--- config.mk ---
export PLATFORM = sky130hd
export DESIGN_NAME = nis_ident
export DESIGN_NICKNAME = d
export VERILOG_FILES = /design/src/design/nis_pkg.sv /design/src/design/nis_sync.sv /design/src/design/nis_ident.sv
export SDC_FILE = /design/constraint.sdc
export NUM_CORES = 1
export LEC_CHECK = 0
export CORE_MARGIN = 5
export CORE_UTILIZATION = 40
export CTS_BUF_LIST = sky130_fd_sc_hd__clkbuf_4 sky130_fd_sc_hd__clkbuf_8 sky130_fd_sc_hd__clkbuf_16
export CTS_CLUSTER_SIZE = 12
export DETAILED_ROUTE_END_ITERATION = 8
export DONT_BUFFER_PORTS = 1
export SLEW_MARGIN = 10
export SYNTH_ARGS = -nofsm -noshare
export SYNTH_HDL_FRONTEND = slang
export SYNTH_HIERARCHICAL = 1
export SYNTH_SLANG_ARGS = --single-unit
--- constraint.sdc ---
create_clock -name clock -period 4.8 [get_ports clock]
set_clock_uncertainty 0.2 [all_clocks]
set_input_delay 0.96 -clock clock [delete_from_list [all_inputs] [get_ports clock]]
set_output_delay 0.96 -clock clock [all_outputs]
set_load 0.05 [all_outputs]
--- src/design/nis_pkg.sv ---
package nis_pkg;

    // ------------------------------------------------------------
    // Register bus geometry
    // ------------------------------------------------------------
    localparam int NIS_AW = 8;
    localparam int NIS_DW = 32;

    // ------------------------------------------------------------
    // Register byte offsets
    // ------------------------------------------------------------
    localparam logic [7:0] NIS_OFS_SWITCH = 8'h00; // Captured switch number, read only
    localparam logic [7:0] NIS_OFS_SOFT = 8'h04; // Software station number, read/write
    localparam logic [7:0] NIS_OFS_ACTIVE = 8'h08; // Active station number, read only
    localparam logic [7:0] NIS_OFS_IP = 8'h0C; // IP address, read/write
    localparam logic [7:0] NIS_OFS_IPSTAT = 8'h10; // IP address status, read only
    localparam logic [7:0] NIS_OFS_MAC_LO = 8'h14; // Ethernet address bits 31:0
    localparam logic [7:0] NIS_OFS_MAC_HI = 8'h18; // Ethernet address bits 47:32
    localparam logic [7:0] NIS_OFS_CTRL = 8'h1C; // Protocol select, read/write

    // ------------------------------------------------------------
    // Field positions
    // ------------------------------------------------------------
    localparam int NIS_SW_CAPT_BIT = 8; // SWITCH: capture done
    localparam int NIS_SW_MAST_BIT = 9; // SWITCH: role is master
    localparam int NIS_ACT_SOFT_BIT = 16; // ACTIVE: software number in use
    localparam int NIS_ACT_VALID_BIT = 17; // ACTIVE: identifier valid
    localparam int NIS_IPS_DEF_BIT = 0; // IPSTAT: still the default
    localparam int NIS_IPS_OK_BIT = 1; // IPSTAT: usable
    localparam int NIS_IPS_BAD_BIT = 2; // IPSTAT: partly changed
    localparam int NIS_CTRL_UDP_BIT = 0; // CTRL: 1 = UDP/IP, 0 = IPX

    // ------------------------------------------------------------
    // Reset values and limits
    // ------------------------------------------------------------
    localparam logic [15:0] NIS_SOFT_RESET = 16'h0000;
    localparam logic [31:0] NIS_IP_RESET = 32'hFFFFFFFF;
    localparam logic [7:0] NIS_OCTET_UNSET = 8'hFF;
    localparam logic [5:0] NIS_SW_MAX = 6'h3F;
    localparam logic [15:0] NIS_MASTER_NUMBER = 16'h0000;

    // ------------------------------------------------------------
    // Timing: cycles to let the switch synchroniser fill after reset
    // ------------------------------------------------------------
    localparam logic [1:0] NIS_SETTLE_CYCLES = 2'h3;

    // ------------------------------------------------------------
    // Lookup key kinds
    // ------------------------------------------------------------
    localparam logic [1:0] NIS_KEY_NUMBER = 2'h0;
    localparam logic [1:0] NIS_KEY_IP = 2'h1;
    localparam logic [1:0] NIS_KEY_MAC = 2'h2;
    localparam logic [1:0] NIS_KEY_NAME = 2'h3;

    // ------------------------------------------------------------
    // Capture sequencer states
    // ------------------------------------------------------------
    typedef enum logic [0:0] {
        NIS_ST_SETTLE,
        NIS_ST_RUN
    } nis_state_type;

endpackage

--- src/design/nis_sync.sv ---
`timescale 1ns/100ps
// ------------------------------------------------------------
// Two flip-flop synchroniser for a group of pin levels
// ------------------------------------------------------------
module nis_sync #(
    parameter int WIDTH = 1
) (
    input wire logic clock,
    input wire logic rst_n,
    input wire logic [WIDTH-1:0] pin_in,
    output logic [WIDTH-1:0] level_out
);

    // First stage, read only by the second stage
    logic [WIDTH-1:0] meta_q;
    // Second stage, safe to use
    logic [WIDTH-1:0] sync_q;

    // Both stages clear on reset
    always_ff @(posedge clock) begin
        if (!rst_n) begin
            meta_q <= '0;
            sync_q <= '0;
        end else begin
            meta_q <= pin_in;
            sync_q <= meta_q;
        end
    end

    assign level_out = sync_q;

endmodule

--- src/design/nis_ident.sv ---
`timescale 1ns/100ps
// What this block does
// - Switch number for slaves spans one to 63
// - Number is sum of ON switch weights
// - Switch n weighs two to power n
// - Software number is sixteen bits wide
// - Software number only while switches read zero
// - Capture switch number at power-up
// - IP resets to all ones, unusable
// - Any octet 255 makes IP invalid
// - Expose 48-bit Ethernet address
// - Ethernet address fixed, never altered
// - Never match a slave by name
// - IPX uses number or MAC; IP needs UDP
// - Identifier kinds may mix per lookup
module nis_ident
    import nis_pkg::*;
#(
    parameter logic [47:0] MAC_ADDRESS = 48'h0A1B2C3D4E5F // Arbitrary value
) (
    input wire logic clock,
    input wire logic rst_n,
    input wire logic [5:0] switch_pins,
    input wire logic io_master_pin,
    input wire logic [NIS_AW-1:0] reg_addr,
    input wire logic [NIS_DW-1:0] reg_wdata,
    input wire logic reg_write,
    input wire logic reg_read,
    output logic [NIS_DW-1:0] reg_rdata,
    input wire logic key_valid,
    input wire logic [1:0] key_kind,
    input wire logic [47:0] key_value,
    output logic key_done,
    output logic key_match,
    output logic [15:0] station_number,
    output logic id_valid,
    output logic [31:0] ip_address,
    output logic ip_usable,
    output logic proto_udp,
    output logic [47:0] mac_address
);

    // ------------------------------------------------------------
    // Pin synchronisation
    // ------------------------------------------------------------

    logic [6:0] pins_sync; // Synchronised switches and role strap

    nis_sync #(.WIDTH(7)) u_sync (
        .clock(clock),
        .rst_n(rst_n),
        .pin_in({io_master_pin, switch_pins}),
        .level_out(pins_sync)
    );

    // ------------------------------------------------------------
    // State
    // ------------------------------------------------------------

    nis_state_type state_q; // Capture sequencer
    logic [1:0] settle_q; // Settling counter
    logic captured_q; // Switches have been latched
    logic [5:0] switch_number_q; // Latched switch number
    logic io_master_q; // Latched role
    logic [15:0] soft_number_q; // Software station number
    logic [31:0] ip_q; // IP address
    logic udp_q; // Protocol select
    logic [NIS_DW-1:0] rdata_q; // Read data
    logic done_q; // Lookup answer strobe
    logic match_q; // Lookup answer

    // ------------------------------------------------------------
    // Switch weighting
    // ------------------------------------------------------------

    logic [5:0] switch_sum; // Sum of weights of ON switches

    // Each ON switch adds its power-of-two weight
    always_comb begin
        switch_sum = 6'h00;
        for (int i = 0; i < 6; i++) begin
            if (pins_sync[i]) begin
                switch_sum = switch_sum + 6'(1 << i);
            end
        end
    end

    // ------------------------------------------------------------
    // Capture after reset
    // ------------------------------------------------------------

    wire load_now = (state_q == NIS_ST_SETTLE) && (settle_q == NIS_SETTLE_CYCLES);

    // Wait for the synchroniser, then latch once
    always_ff @(posedge clock) begin
        if (!rst_n) begin
            state_q <= NIS_ST_SETTLE;
            settle_q <= 2'h0;
            captured_q <= 1'b0;
            switch_number_q <= 6'h00;
            io_master_q <= 1'b0;
        end else begin
            unique case (state_q)
                NIS_ST_SETTLE: begin
                    // Count settling cycles, then capture
                    if (load_now) begin
                        state_q <= NIS_ST_RUN;
                        captured_q <= 1'b1;
                        switch_number_q <= switch_sum;
                        io_master_q <= pins_sync[6];
                    end else begin
                        settle_q <= settle_q + 2'h1;
                    end
                end
                NIS_ST_RUN: begin
                    // Hold until next reset, switches ignored
                    state_q <= NIS_ST_RUN;
                end
            endcase
        end
    end

    // ------------------------------------------------------------
    // Active identifier selection
    // ------------------------------------------------------------

    wire sw_nonzero = (switch_number_q != 6'h00);
    wire soft_loaded = (soft_number_q != 16'h0000);
    wire use_soft = !io_master_q && !sw_nonzero && soft_loaded;
    wire [15:0] sw_wide = {10'h000, switch_number_q};
    // Master is zero, switches win, else software number
    wire [15:0] active_number = io_master_q ? NIS_MASTER_NUMBER :
        (sw_nonzero ? sw_wide : soft_number_q);
    // Valid once captured; a slave must not sit at zero
    wire active_ok = captured_q && (io_master_q || (active_number != 16'h0000));

    // ------------------------------------------------------------
    // IP address checks
    // ------------------------------------------------------------

    logic [3:0] octet_unset; // Octet still at 255

    // Flag every octet that still holds the default
    always_comb begin
        for (int i = 0; i < 4; i++) begin
            octet_unset[i] = (ip_q[8*i +: 8] == NIS_OCTET_UNSET);
        end
    end

    wire ip_default = &octet_unset;
    wire ip_ok = ~|octet_unset;
    wire ip_partial = |octet_unset && !ip_default;

    // ------------------------------------------------------------
    // Register decode
    // ------------------------------------------------------------

    wire hit_switch = (reg_addr == NIS_OFS_SWITCH);
    wire hit_soft = (reg_addr == NIS_OFS_SOFT);
    wire hit_active = (reg_addr == NIS_OFS_ACTIVE);
    wire hit_ip = (reg_addr == NIS_OFS_IP);
    wire hit_ipstat = (reg_addr == NIS_OFS_IPSTAT);
    wire hit_mac_lo = (reg_addr == NIS_OFS_MAC_LO);
    wire hit_mac_hi = (reg_addr == NIS_OFS_MAC_HI);
    wire hit_ctrl = (reg_addr == NIS_OFS_CTRL);

    logic [NIS_DW-1:0] word_switch; // SWITCH contents
    logic [NIS_DW-1:0] word_active; // ACTIVE contents
    logic [NIS_DW-1:0] word_ipstat; // IPSTAT contents

    // Pack status words
    always_comb begin
        word_switch = '0;
        word_switch[5:0] = switch_number_q;
        word_switch[NIS_SW_CAPT_BIT] = captured_q;
        word_switch[NIS_SW_MAST_BIT] = io_master_q;
        word_active = '0;
        word_active[15:0] = active_number;
        word_active[NIS_ACT_SOFT_BIT] = use_soft;
        word_active[NIS_ACT_VALID_BIT] = active_ok;
        word_ipstat = '0;
        word_ipstat[NIS_IPS_DEF_BIT] = ip_default;
        word_ipstat[NIS_IPS_OK_BIT] = ip_ok;
        word_ipstat[NIS_IPS_BAD_BIT] = ip_partial;
    end

    // Read mux; unmapped offsets read zero
    wire [NIS_DW-1:0] read_word =
        hit_switch ? word_switch :
        hit_soft ? {16'h0000, soft_number_q} :
        hit_active ? word_active :
        hit_ip ? ip_q :
        hit_ipstat ? word_ipstat :
        hit_mac_lo ? MAC_ADDRESS[31:0] :
        hit_mac_hi ? {16'h0000, MAC_ADDRESS[47:32]} :
        hit_ctrl ? {31'h00000000, udp_q} : '0;

    // ------------------------------------------------------------
    // Writable registers
    // ------------------------------------------------------------

    // Software number, IP and protocol; the Ethernet address has no write path
    always_ff @(posedge clock) begin
        if (!rst_n) begin
            soft_number_q <= NIS_SOFT_RESET;
            ip_q <= NIS_IP_RESET;
            udp_q <= 1'b0;
        end else if (reg_write) begin
            if (hit_soft) begin
                soft_number_q <= reg_wdata[15:0];
            end
            if (hit_ip) begin
                ip_q <= reg_wdata;
            end
            if (hit_ctrl) begin
                udp_q <= reg_wdata[NIS_CTRL_UDP_BIT];
            end
        end
    end

    // Read data stands only in the cycle after the strobe
    always_ff @(posedge clock) begin
        if (!rst_n) begin
            rdata_q <= '0;
        end else begin
            rdata_q <= reg_read ? read_word : '0;
        end
    end

    // ------------------------------------------------------------
    // Identifier lookup
    // ------------------------------------------------------------

    // Number only under IPX, and only while valid
    wire num_hit = !udp_q && active_ok && (key_value == {32'h00000000, active_number});
    // IP only under UDP with a usable address
    wire ip_hit = udp_q && ip_ok && (key_value == {16'h0000, ip_q});
    // Ethernet address under IPX
    wire mac_hit = !udp_q && (key_value == MAC_ADDRESS);
    // Each lookup carries its own kind; a name never matches
    wire kind_hit = (key_kind == NIS_KEY_NUMBER) ? num_hit :
        (key_kind == NIS_KEY_IP) ? ip_hit :
        (key_kind == NIS_KEY_MAC) ? mac_hit : 1'b0;

    // Answer one cycle after the key
    always_ff @(posedge clock) begin
        if (!rst_n) begin
            done_q <= 1'b0;
            match_q <= 1'b0;
        end else begin
            done_q <= key_valid;
            match_q <= key_valid && kind_hit;
        end
    end

    // ------------------------------------------------------------
    // Outputs
    // ------------------------------------------------------------

    assign reg_rdata = rdata_q;
    assign key_done = done_q;
    assign key_match = match_q;
    assign station_number = active_number;
    assign id_valid = active_ok;
    assign ip_address = ip_q;
    assign ip_usable = ip_ok;
    assign proto_udp = udp_q;
    assign mac_address = MAC_ADDRESS;

    // ------------------------------------------------------------
    // Assertions
    // ------------------------------------------------------------

    property p_sw_range;
        @(posedge clock) disable iff (!rst_n)
        (captured_q && !io_master_q && sw_nonzero) |->
            (station_number >= 16'h0001) && (station_number <= 16'h003F);
    endproperty
    a_sw_range: assert property (p_sw_range) else $error("switch number out of range");

    property p_sw_sum;
        @(posedge clock) disable iff (!rst_n)
        $rose(captured_q) |-> (switch_number_q == $past(pins_sync[5:0]));
    endproperty
    a_sw_sum: assert property (p_sw_sum) else $error("captured number not switch sum");

    property p_sw_max;
        @(posedge clock) disable iff (!rst_n)
        (load_now && (pins_sync[5:0] == NIS_SW_MAX)) |=> (switch_number_q == NIS_SW_MAX);
    endproperty
    a_sw_max: assert property (p_sw_max) else $error("all switches on not 63");

    property p_soft_write;
        @(posedge clock) disable iff (!rst_n)
        (reg_write && hit_soft) |=> (soft_number_q == $past(reg_wdata[15:0]));
    endproperty
    a_soft_write: assert property (p_soft_write) else $error("soft number not stored");

    property p_sw_wins;
        @(posedge clock) disable iff (!rst_n)
        (captured_q && !io_master_q && sw_nonzero) |->
            (station_number == sw_wide) && !use_soft;
    endproperty
    a_sw_wins: assert property (p_sw_wins) else $error("switches did not override");

    property p_capture_once;
        @(posedge clock) disable iff (!rst_n)
        captured_q |=> captured_q && $stable(switch_number_q) ##1 $stable(switch_number_q);
    endproperty
    a_capture_once: assert property (p_capture_once) else $error("number moved");

    property p_capture_time;
        @(posedge clock) disable iff (!rst_n)
        $rose(rst_n) |-> !captured_q ##[1:5] captured_q;
    endproperty
    a_capture_time: assert property (p_capture_time) else $error("capture not done");

    property p_ip_reset;
        @(posedge clock) disable iff (!rst_n)
        $rose(rst_n) |-> (ip_address == NIS_IP_RESET) && !ip_usable;
    endproperty
    a_ip_reset: assert property (p_ip_reset) else $error("IP not default at reset");

    property p_ip_octet;
        @(posedge clock) disable iff (!rst_n)
        (ip_address[31:24] == 8'hFF || ip_address[23:16] == 8'hFF ||
         ip_address[15:8] == 8'hFF || ip_address[7:0] == 8'hFF) |-> !ip_usable;
    endproperty
    a_ip_octet: assert property (p_ip_octet) else $error("IP with 255 octet usable");

    property p_mac_fixed;
        @(posedge clock) disable iff (!rst_n)
        reg_write |=> (mac_address == $past(mac_address));
    endproperty
    a_mac_fixed: assert property (p_mac_fixed) else $error("Ethernet address changed");

    property p_no_name;
        @(posedge clock) disable iff (!rst_n)
        (key_valid && key_kind == NIS_KEY_NAME) |=> key_done && !key_match;
    endproperty
    a_no_name: assert property (p_no_name) else $error("name lookup matched");

    property p_ip_needs_udp;
        @(posedge clock) disable iff (!rst_n)
        (key_valid && key_kind == NIS_KEY_IP && !proto_udp) |=> !key_match;
    endproperty
    a_ip_needs_udp: assert property (p_ip_needs_udp) else $error("IP hit under IPX");

    property p_zero_invalid;
        @(posedge clock) disable iff (!rst_n)
        (captured_q && !io_master_q && station_number == 16'h0000) |-> !id_valid;
    endproperty
    a_zero_invalid: assert property (p_zero_invalid) else $error("zero slave valid");

    c_capture: cover property (@(posedge clock) disable iff (!rst_n) $rose(captured_q));
    c_soft_used: cover property (@(posedge clock) disable iff (!rst_n) use_soft && id_valid);
    c_ip_match: cover property (@(posedge clock) disable iff (!rst_n)
        key_match && $past(key_kind) == NIS_KEY_IP);
    c_mac_match: cover property (@(posedge clock) disable iff (!rst_n)
        key_match && $past(key_kind) == NIS_KEY_MAC);

endmodule

==> results.sh <==
export IMPL_outcome="finished clean"
export IMPL_holdWs_ns=0.252
export IMPL_cp_start_kind="flip-flop"
export IMPL_dr_first_iter_drc_count=495
export IMPL_cts_max_level=3
export IMPL_synth_edf_count=0
export IMPL_dpl_cell_area_sq_um=5360
export IMPL_post_cts_resize_count=0
export IMPL_finalSetupViolCount=0
export IMPL_viasPerCell=5.72
export IMPL_hold_viol=0
export IMPL_period_share_pct=82.2
export IMPL_core_sq_um=13200
export IMPL_die_w_microns=126
export IMPL_cts_buffers=9
export IMPL_max_freq_ghz=0.254
export IMPL_worstPathMaxFanout=14
export IMPL_placedCellCount=809
export IMPL_vias=4719
export IMPL_postRouteAntennaNets=0
export IMPL_start_util_pct=40.8
export IMPL_ys_seq_area_share_pct=40.1
export IMPL_synth_main_ff_cell="dfxtp_1"
export IMPL_place_congestion=0.958
export IMPL_mostFrequentLayoutCell="nand2_1"
export IMPL_dieArea_sq_um=15900
export IMPL_flow_area_growth_from_synthesis_pct=5.15
export IMPL_tns_ns=0
export IMPL_cap_viol_max_count=0
export IMPL_crit_start="switch_number_q[0]$_SDFFE_PN0P_"
export IMPL_power_mw=1.91
export IMPL_fin_cells=825
export IMPL_rsz0062_at_grt="false"
export IMPL_wl_per_cell_microns=22.4
export IMPL_yosysUniqueCellTypes=61
export IMPL_slew_headroom_pct=23.6
export IMPL_fin_crit_ns=3.94
export IMPL_cts_sinks=108
export IMPL_grt_overflow=0
export IMPL_antenna_found_initial=0
export IMPL_row_count=42
export IMPL_r2r_start="switch_number_q[0]$_SDFFE_PN0P_"
export IMPL_fin_nets=747
export IMPL_ir_drop_mv=0.161
export IMPL_path_clk_slew_ns=0.07
export IMPL_drive_above_1_share_pct=6.93
export IMPL_clockBufferDepth=2
export IMPL_grt_pass1_vias=4420
export IMPL_ys_ff_latch=108
export IMPL_crit_type="reg -> out"
export IMPL_crit_path_end_kind="output port"
export IMPL_firstDrtPassIters=6
export IMPL_syn_area_sq_um=5400
export IMPL_power_density_nw_per_um2=336
export IMPL_hold_path_class="reg -> reg"
export IMPL_hold_buffers=0
export IMPL_drv_slew=0
export IMPL_design_area_sq_um=5680
export IMPL_synth_warnings=6
export IMPL_chipHeight_microns=126
export IMPL_dpl_hpwl_microns=14600
export IMPL_diodes=0
export IMPL_cts_setup_buffers=0
export IMPL_worstPathArrival_ns=2.78
export IMPL_globalRouteTotalUtil_pct=22.3
export IMPL_ios=235
export IMPL_final_cell_mix="nand2_1 (135), dfxtp_1 (108), conb_1 (48), nand3_1 (36), nor2_1 (33)"
export IMPL_worstHoldStart="u_sync/meta_q[4]$_SDFF_PN0_"
export IMPL_post_synth_cell_area_avg_sq_um=8.18
export IMPL_tightestPinTransition_ns=1.14
export IMPL_critPathRequiredTime_ns=3.64
export IMPL_grt_max_degree=78
export IMPL_drc=0
export IMPL_async_reset_ff_share_pct=0
export IMPL_port_buffers=0
export IMPL_cts_tree="yes"
export IMPL_p_leak_nw=2.16
export IMPL_netlist_instances=660
export IMPL_wl_microns=18500
export IMPL_insertion_delay_ns=0.34
export IMPL_grt_pass1_wl_microns=27300
export IMPL_root_buffer="clkbuf_16"
## synthesized netlist by cell type, types with 2 or more instances
cell type    n  area [sq um]
a2111oi_2    2          30.0
a211oi_1     2          15.0
a21boi_0    16           120
a21oi_1     17          85.1
a22oi_1     11          82.6
a31oi_1     12          75.1
a41oi_1      4          35.0
and2_1      15          93.8
and2_2      10          75.1
and3_1      11          68.8
buf_2        3          15.0
buf_4       48           360
clkbuf_1    27           101
conb_1       2          7.51
dfxtp_1    108          2160
inv_1        8          30.0
mux2i_1      3          30.0
nand2_1    135           507
nand2b_1     2          12.5
nand3_1     36           180
nand4_1     26           163
nand4b_1     2          17.5
nor2_1      33           124
nor2b_1     10          62.6
nor3_1      11          55.1
nor4_1      16           100
nor4bb_1     3          30.0
o21ai_0      6          30.0
o221ai_1     2          17.5
o32ai_1      5          43.8
or3_1        2          12.5
or3b_2       2          17.5
or4_4        2          22.5
xnor2_1     24           210
xor2_1      18           158
## sequential cells by signal, indices dropped and copies added, names as in the netlist, 2 cells and up
register,cells
soft_number_q,16
reg_rdata,32
switch_number_q,6
ip_address,32
settle_q,2
u_sync/level_out,7
u_sync/meta_q,7
## critical path: stages (launching register included)
cell and delay (ns):
dfxtp_1 0.39, nor4_2 1.01, nand2_1 0.31, o41a_1 0.72
## layout make-up
cell class | count | area, sq um
fillers | 1377 | 7570
multi-input cells | 511 | 2900
flip-flops and latches | 108 | 2160
clock buffers | 13 | 274
well taps | 176 | 220
repair buffers | 6 | 48.8
clock inverters | 3 | 43.8
inverters | 8 | 30.0
## metal layers
layer | routed length [microns] | vias up | track usage, %
met3 | 2490 | 31 | 9.70
met5 | 0 | - | 0
met1 | 7200 | 2217 | 28.1
met2 | 8400 | 289 | 34.3
li1 | - | 2182 | -
met4 | 409 | 0 | 7.82
## where the power goes
part	switching (mW)	internal (mW)	leakage (nW)
clock network	0.315	0.453	0.159
logic	0.150	0.0529	1.12
registers	0.0200	0.916	0.875
## cell families (layout without fill, tap and decap cells)
logic type | after synthesis | count (layout) | synth area share, %
other | 2 | 48 | 0.139
XOR/XNOR | 42 | 42 | 6.81
buffers and inverters | 87 | 30 | 9.60
AND/OR/NAND/NOR | 324 | 324 | 30.2
adder cells (fa/ha/maj) | 1 | 1 | 0.232
flip-flops | 108 | 108 | 40.1
multiplexers | 4 | 4 | 0.765
AO/OA/AOI/OAI | 92 | 92 | 12.2
## final timing paths
| kind | to | slack [ns] | cells past startpoint |
|---|---|---|---|
| max | id_valid | 0.86 | 3 |
| max reg2reg | key_match$_SDFF_PN0_ | 1.18 | 7 |
| min reg2reg | u_sync/level_out[4]$_SDFF_PN0_ | 0.25 | 1 |
| min | u_sync/level_out[4]$_SDFF_PN0_ | 0.25 | 1 |
## per-stage QoR
| stage | worst slack, ns | util [%] |
|---|---|---|
| after floorplan | 1.18 | - |
| after global placement | 1.31 | 40.5 |
| after detailed placement | 1.27 | 40.5 |
| after CTS | 0.892 | 42.9 |
| after global routing | 0.692 | 42.9 |
| final | 0.856 | 42.9 |
Power figures use the tool's default switching activity.
